<file path="src/logic/mre_pkg.sv">
// Package of constants and types for the move/return/rotate executor
package mre_pkg;
    localparam int ACC_W = 8;
    localparam int FADDR_W = 7;
    localparam int PC_W = 11;
    localparam int STK_DEPTH = 8;
    localparam int STK_LVL_W = 4;
    localparam logic [7:0] ACC_RST = 8'h00;
    localparam logic [10:0] PC_RST = 11'h000;
    localparam logic [3:0] LVL_RST = 4'h0;
    localparam logic [3:0] LVL_ONE = 4'h1;
    localparam logic [10:0] PC_ONE = 11'h001;
    localparam int ZERO_BIT = 0;
    localparam int CARRY_BIT = 1;
    localparam logic [2:0] OP_NOP = 3'h0;
    localparam logic [2:0] OP_ACC_TO_FILE = 3'h1;
    localparam logic [2:0] OP_IMM_TO_ACC = 3'h2;
    localparam logic [2:0] OP_FILE_MOVE = 3'h3;
    localparam logic [2:0] OP_INT_RETURN = 3'h4;
    localparam logic [2:0] OP_RET_IMM = 3'h5;
    localparam logic [2:0] OP_ROT_LEFT = 3'h6;
    typedef enum logic [1:0] {MRE_FETCH, MRE_RET2} mre_state_t;
endpackage
</file>
<file path="src/logic/mre_exec.sv">
// Executor for moves, immediate loads, returns and left rotate
`timescale 1ns/100ps
module mre_exec (
    input wire logic clk,
    input wire logic rst,
    input wire logic instr_valid,
    input wire logic [2:0] opcode,
    input wire logic [6:0] file_addr,
    input wire logic dest_sel,
    input wire logic [7:0] imm_val,
    input wire logic [7:0] file_rdata,
    input wire logic call_push,
    input wire logic [10:0] call_target,
    input wire logic irq_taken,
    output logic busy,
    output logic [7:0] accumulator,
    output logic [10:0] pc,
    output logic [3:0] stack_level,
    output logic zero_flag,
    output logic carry_flag,
    output logic global_interrupt_enable,
    output logic file_we,
    output logic [6:0] file_waddr,
    output logic [7:0] file_wdata
);
    mre_pkg::mre_state_t state_ff;
    logic [10:0] stack_mem [mre_pkg::STK_DEPTH];
    logic go;
    logic [7:0] rot_val;
    logic [2:0] top_idx;
    logic [2:0] push_idx;

    assign go = instr_valid && state_ff == mre_pkg::MRE_FETCH;
    assign rot_val = {file_rdata[6:0], carry_flag};
    assign top_idx = 3'(stack_level - mre_pkg::LVL_ONE);
    assign push_idx = stack_level[2:0];

    // Returns hold one extra cycle in the second state
    always_ff @(posedge clk) begin
        if (rst) begin
            state_ff <= mre_pkg::MRE_FETCH;
        end else if (go && (opcode == mre_pkg::OP_INT_RETURN ||
                            opcode == mre_pkg::OP_RET_IMM)) begin
            state_ff <= mre_pkg::MRE_RET2;
        end else begin
            state_ff <= mre_pkg::MRE_FETCH;
        end
    end

    always_ff @(posedge clk) begin
        if (rst) begin
            busy <= 1'b0;
        end else begin
            busy <= go && (opcode == mre_pkg::OP_INT_RETURN ||
                           opcode == mre_pkg::OP_RET_IMM);
        end
    end

    always_ff @(posedge clk) begin
        if (rst) begin
            accumulator <= mre_pkg::ACC_RST;
        end else if (go) begin
            case (opcode)
                mre_pkg::OP_IMM_TO_ACC: accumulator <= imm_val;
                mre_pkg::OP_RET_IMM: accumulator <= imm_val;
                mre_pkg::OP_FILE_MOVE: begin
                    if (!dest_sel) begin
                        accumulator <= file_rdata;
                    end
                end
                mre_pkg::OP_ROT_LEFT: begin
                    if (!dest_sel) begin
                        accumulator <= rot_val;
                    end
                end
                default: accumulator <= accumulator;
            endcase
        end
    end

    // File write port; one cycle per write
    always_ff @(posedge clk) begin
        if (rst) begin
            file_we <= 1'b0;
            file_waddr <= 7'h00;
            file_wdata <= 8'h00;
        end else begin
            file_we <= 1'b0;
            file_waddr <= file_addr;
            file_wdata <= accumulator;
            if (go) begin
                case (opcode)
                    mre_pkg::OP_ACC_TO_FILE: file_we <= 1'b1;
                    mre_pkg::OP_FILE_MOVE: begin
                        file_we <= dest_sel;
                        file_wdata <= file_rdata;
                    end
                    mre_pkg::OP_ROT_LEFT: begin
                        file_we <= dest_sel;
                        file_wdata <= rot_val;
                    end
                    default: file_we <= 1'b0;
                endcase
            end
        end
    end

    always_ff @(posedge clk) begin
        if (rst) begin
            zero_flag <= 1'b0;
        end else if (go && opcode == mre_pkg::OP_FILE_MOVE) begin
            zero_flag <= (file_rdata == 8'h00);
        end
    end

    always_ff @(posedge clk) begin
        if (rst) begin
            carry_flag <= 1'b0;
        end else if (go && opcode == mre_pkg::OP_ROT_LEFT) begin
            carry_flag <= file_rdata[7];
        end
    end

    // Interrupt entry clears the enable; interrupt return sets it
    always_ff @(posedge clk) begin
        if (rst) begin
            global_interrupt_enable <= 1'b0;
        end else if (go && opcode == mre_pkg::OP_INT_RETURN) begin
            global_interrupt_enable <= 1'b1;
        end else if (irq_taken) begin
            global_interrupt_enable <= 1'b0;
        end
    end

    // PC loads from stack top in the first return cycle, pop in the second
    always_ff @(posedge clk) begin
        if (rst) begin
            pc <= mre_pkg::PC_RST;
        end else if (call_push && state_ff == mre_pkg::MRE_FETCH) begin
            pc <= call_target;
        end else if (go) begin
            if (opcode == mre_pkg::OP_INT_RETURN ||
                opcode == mre_pkg::OP_RET_IMM) begin
                pc <= stack_mem[top_idx];
            end else begin
                pc <= pc + mre_pkg::PC_ONE;
            end
        end
    end

    always_ff @(posedge clk) begin
        if (rst) begin
            stack_level <= mre_pkg::LVL_RST;
        end else if (state_ff == mre_pkg::MRE_RET2) begin
            stack_level <= stack_level - mre_pkg::LVL_ONE;
        end else if (call_push && stack_level < 4'(mre_pkg::STK_DEPTH)) begin
            stack_level <= stack_level + mre_pkg::LVL_ONE;
        end
    end

    // Stack store; no reset so it maps to plain memory
    always_ff @(posedge clk) begin
        if (call_push && state_ff == mre_pkg::MRE_FETCH) begin
            stack_mem[push_idx] <= pc + mre_pkg::PC_ONE;
        end
    end
endmodule

</file>
<file path="config.mk">
export PLATFORM = sky130hd
export DESIGN_NAME = mre_exec
export DESIGN_NICKNAME = d
export VERILOG_FILES = /design/src/logic/mre_pkg.sv /design/src/logic/mre_exec.sv
export SDC_FILE = /design/constraint.sdc
export NUM_CORES = 1
export LEC_CHECK = 0
export BUFFER_PORTS_ARGS = -buffer_cell sky130_fd_sc_hd__buf_2
export CAP_MARGIN = 20
export CORE_ASPECT_RATIO = 1.5
export CORE_MARGIN = 4
export CORE_UTILIZATION = 40
export DETAILED_ROUTE_END_ITERATION = 10
export SYNTH_ARGS = -nofsm -noshare
export SYNTH_HDL_FRONTEND = slang
export SYNTH_SLANG_ARGS = --single-unit
</file>
<file path="constraint.sdc">
create_clock -name clk -period 2.9 [get_ports clk]
set_input_delay 0.145 -clock clk [delete_from_list [all_inputs] [get_ports clk]]
set_output_delay 0.145 -clock clk [all_outputs]
set_load 0.03 [all_outputs]
</file>
==> impl_metrics.env <==
export IMPL_slowest_stage="ha_1"
export IMPL_cp_required_ps=3170
export IMPL_critPathBufInv=2
export IMPL_postCtsHoldBufs=7
export IMPL_clkPwrFrac_pct=40.5
export IMPL_power_frac_comb_pct=14.8
export IMPL_synthesis_area_um2=5480
export IMPL_synthAdderAreaFrac_pct=0.684
export IMPL_hpwlAfterDp_um=8950
export IMPL_synth_nets=441
export IMPL_fp_dieW_um=104
export IMPL_synth_seq_cells=131
export IMPL_num_antenna_cells=0
export IMPL_start_util_pct=40.7
export IMPL_peakVddDrop_v=0.000446
export IMPL_cts_resized=0
export IMPL_yosysMostFrequentCell="edfxtp_1"
export IMPL_switching_share_pct=26.2
export IMPL_synthMuxAreaShare_pct=11.2
export IMPL_area_growth_pct=24.2
export IMPL_htree_levels=4
export IMPL_rsz0062_at_grt="false"
export IMPL_die_h_um=151
export IMPL_grt_antenna_before_repair=0
export IMPL_outcome="completed"
export IMPL_async_flop_share_pct=0
export IMPL_synth_common_cells="edfxtp_1 (88), dfxtp_1 (43), nor2_1 (35), mux4_2 (22), a21oi_1 (20)"
export IMPL_yosys_area_share_simple_pct=9.51
export IMPL_grt_first_pass_wirelength_um=21200
export IMPL_grt_use_total_pct=18.1
export IMPL_ys_seq_area_share_pct=63.9
export IMPL_viasPerCell=5.48
export IMPL_layout_nets=550
export IMPL_synth_edf_count=88
export IMPL_synth_area_leader_cell="edfxtp_1"
export IMPL_cts_buffer_depth=2
export IMPL_firstDrtPassIters=4
export IMPL_cts_setup_buffers=0
export IMPL_avgSynthCellArea_um2=13.9
export IMPL_synth_compound_area_share_pct=9.83
export IMPL_power_net_switching_uw=1260
export IMPL_cts_tree="done"
export IMPL_cpLargestDelayFamily="adder cells"
export IMPL_tns_ps=0
export IMPL_clock_sinks=131
export IMPL_critPathLaunchType="register"
export IMPL_route_detailed_drc=0
export IMPL_synth_cells=395
export IMPL_period_minus_slack_ps=2500
export IMPL_drtIter0Drc=226
export IMPL_pwr_share_seq_pct=44.7
export IMPL_cts_made_buffers=17
export IMPL_core_area_um2=13500
export IMPL_p_int_uw=3570
export IMPL_gp_congestion=0.861
export IMPL_drt_wl_total_um=13500
export IMPL_period_share_pct=86.1
export IMPL_clk_pin_slew_ps=60
export IMPL_drive_gt1_share_pct=34.0
export IMPL_insertion_delay_ps=410
export IMPL_fin_worst_skew_ps=10.3
export IMPL_fin_util_pct=50.6
export IMPL_ios=86
export IMPL_cts_root_buffer="clkbuf_16"
export IMPL_cp_max_fo=12
export IMPL_finalMaxSlewViolations=0
export IMPL_row_count=52
export IMPL_cpPeakStageDelay_ps=690
export IMPL_setup_viol=0
export IMPL_io_buffers=85
export IMPL_synth_top_family_by_area="multiplexers"
export IMPL_powerDensity_nw_per_um2=709
export IMPL_leakagePower_uw=0.00258
export IMPL_hold_viol=0
export IMPL_die_area_um2=15700
export IMPL_synth_distinct_cells=42
export IMPL_worstPathCellList="inv_1 -> ha_1 -> buf_4 -> mux4_2 -> mux2i_1 -> o21ai_0 -> a21oi_1 -> nor4_1"
export IMPL_tightest_slew_ps=797
export IMPL_post_drt_wl_per_cell_um=19.9
export IMPL_min_delay_path_class="input pin to register"
export IMPL_synth_warnings=0
export IMPL_synthTopCellsByArea="edfxtp_1 (48%), dfxtp_1 (16%), mux4_2 (9.0%), a22o_1 (2.6%), nor2_1 (2.4%)"
export IMPL_grt_pass1_vias=3782
export IMPL_critPathCaptureType="register"
export IMPL_antenna_left=0
export IMPL_vias=3722
export IMPL_yosys_area_top_type_share_pct=48.2
export IMPL_grt_max_degree=31
export IMPL_worst_setup_path_type="register to register"
export IMPL_clock_fmax_ghz=0.400
export IMPL_synth_xor_area_share_pct=2.21
export IMPL_maxCapViolCount=0
export IMPL_arrival_ps=2760
export IMPL_synth_top_flop_cell="edfxtp_1"
export IMPL_grt_ovfl_total=0
export IMPL_maxSlewHeadroom_pct=46.6
==> kinds of logic after synthesis <==
group                      after synthesis
AOI/OAI and AO/OA                       79
xor gates and xnor gates                13
adders and majority gates                3
buffers and inverters                   29
DFF                                    131
and+or+nand+nor                        106
muxes                                   34
==> stage by stage <==
step | total power (uW) | hold slack (ps) | setup WS [ps] | cell area (um2) | std cells
finish | 4830 | 14.6 | 403 | 6810 | 679
global route | 5040 | 38.0 | 101 | 6810 | 679
CTS | 4880 | 1.81 | 335 | 6810 | 679
detailed placement | 2910 | 363 | 384 | 6200 | 640
global placement | 2900 | 360 | 484 | 6200 | 640
floorplan | 2680 | 273 | 157 | 5480 | 395
==> worst reg2reg max path: stages (launching register included) <==
cell     delay (ps)
dfxtp_1         520
inv_1           110
ha_1            690
buf_4           270
mux4_2          300
mux2i_1         140
o21ai_0          90
a21oi_1         160
nor4_1           80
==> power groups by stage <==
| stage | Sequential (uW) | Combinational (uW) | Clock, uW |
|---|---|---|---|
| CTS | 2160 | 727 | 1990 |
| detailed placement | 2200 | 716 | 0 |
| global placement | 2190 | 707 | 0 |
| floorplan | 2260 | 422 | 0 |
| global route | 2170 | 780 | 2090 |
| finish | 2160 | 717 | 1950 |
==> path summary, 6_finish.rpt <==
kind / from / to / slack (ps) / depth (start not counted)
max: stack_level[1] / pc[8] / 400 / 8
min: file_rdata[7] / carry_flag / 10 / 3
max reg2reg: stack_level[1] / pc[8] / 400 / 8
min reg2reg: zero_flag / zero_flag / 460 / 2
==> final cells by class <==
class	instances	area, um2
Fill cell	1159	6660
Sequential cell	131	3500
Multi-Input combinational cell	235	1880
Timing Repair Buffer	114	661
Clock buffer	18	429
Tap cell	162	203
Clock inverter	14	115
Inverter	5	18.8
==> state kept, by name, indices dropped and copies added, names as in the netlist <==
register / flops
stack_mem: 88
pc: 11
accumulator: 8
file_wdata: 8
file_waddr: 7
stack_level: 4
busy: 1
carry_flag: 1
file_we: 1
global_interrupt_enable: 1
zero_flag: 1
==> routing by layer <==
| metal | part of all wire [%] | GRT usage, % | wire, um | vias to the layer above |
|---|---|---|---|---|
| met4 | 1.8 | 6.99 | 244 | 0 |
| met3 | 7.5 | 5.12 | 1010 | 17 |
| li1 | - | - | - | 1741 |
| met5 | 0 | 0 | 0 | - |
| met1 | 41 | 21.7 | 5480 | 1818 |
| met2 | 50 | 31.1 | 6790 | 146 |
==> placed cells by master (no fill, tap or decap), types with 10 or more instances in the layout <==
| cell type | count |
|---|---|
| o21ai_0 | 17 |
| buf_4 | 22 |
| nor2_1 | 35 |
| buf_2 | 85 |
| mux2i_1 | 12 |
| edfxtp_1 | 88 |
| a22o_1 | 16 |
| a211oi_1 | 10 |
| dfxtp_1 | 42 |
| clkbuf_16 | 17 |
| mux4_2 | 22 |
| a21oi_1 | 20 |
| nand2_1 | 19 |
| nor2b_1 | 11 |
Power figures use the tool's default switching activity.
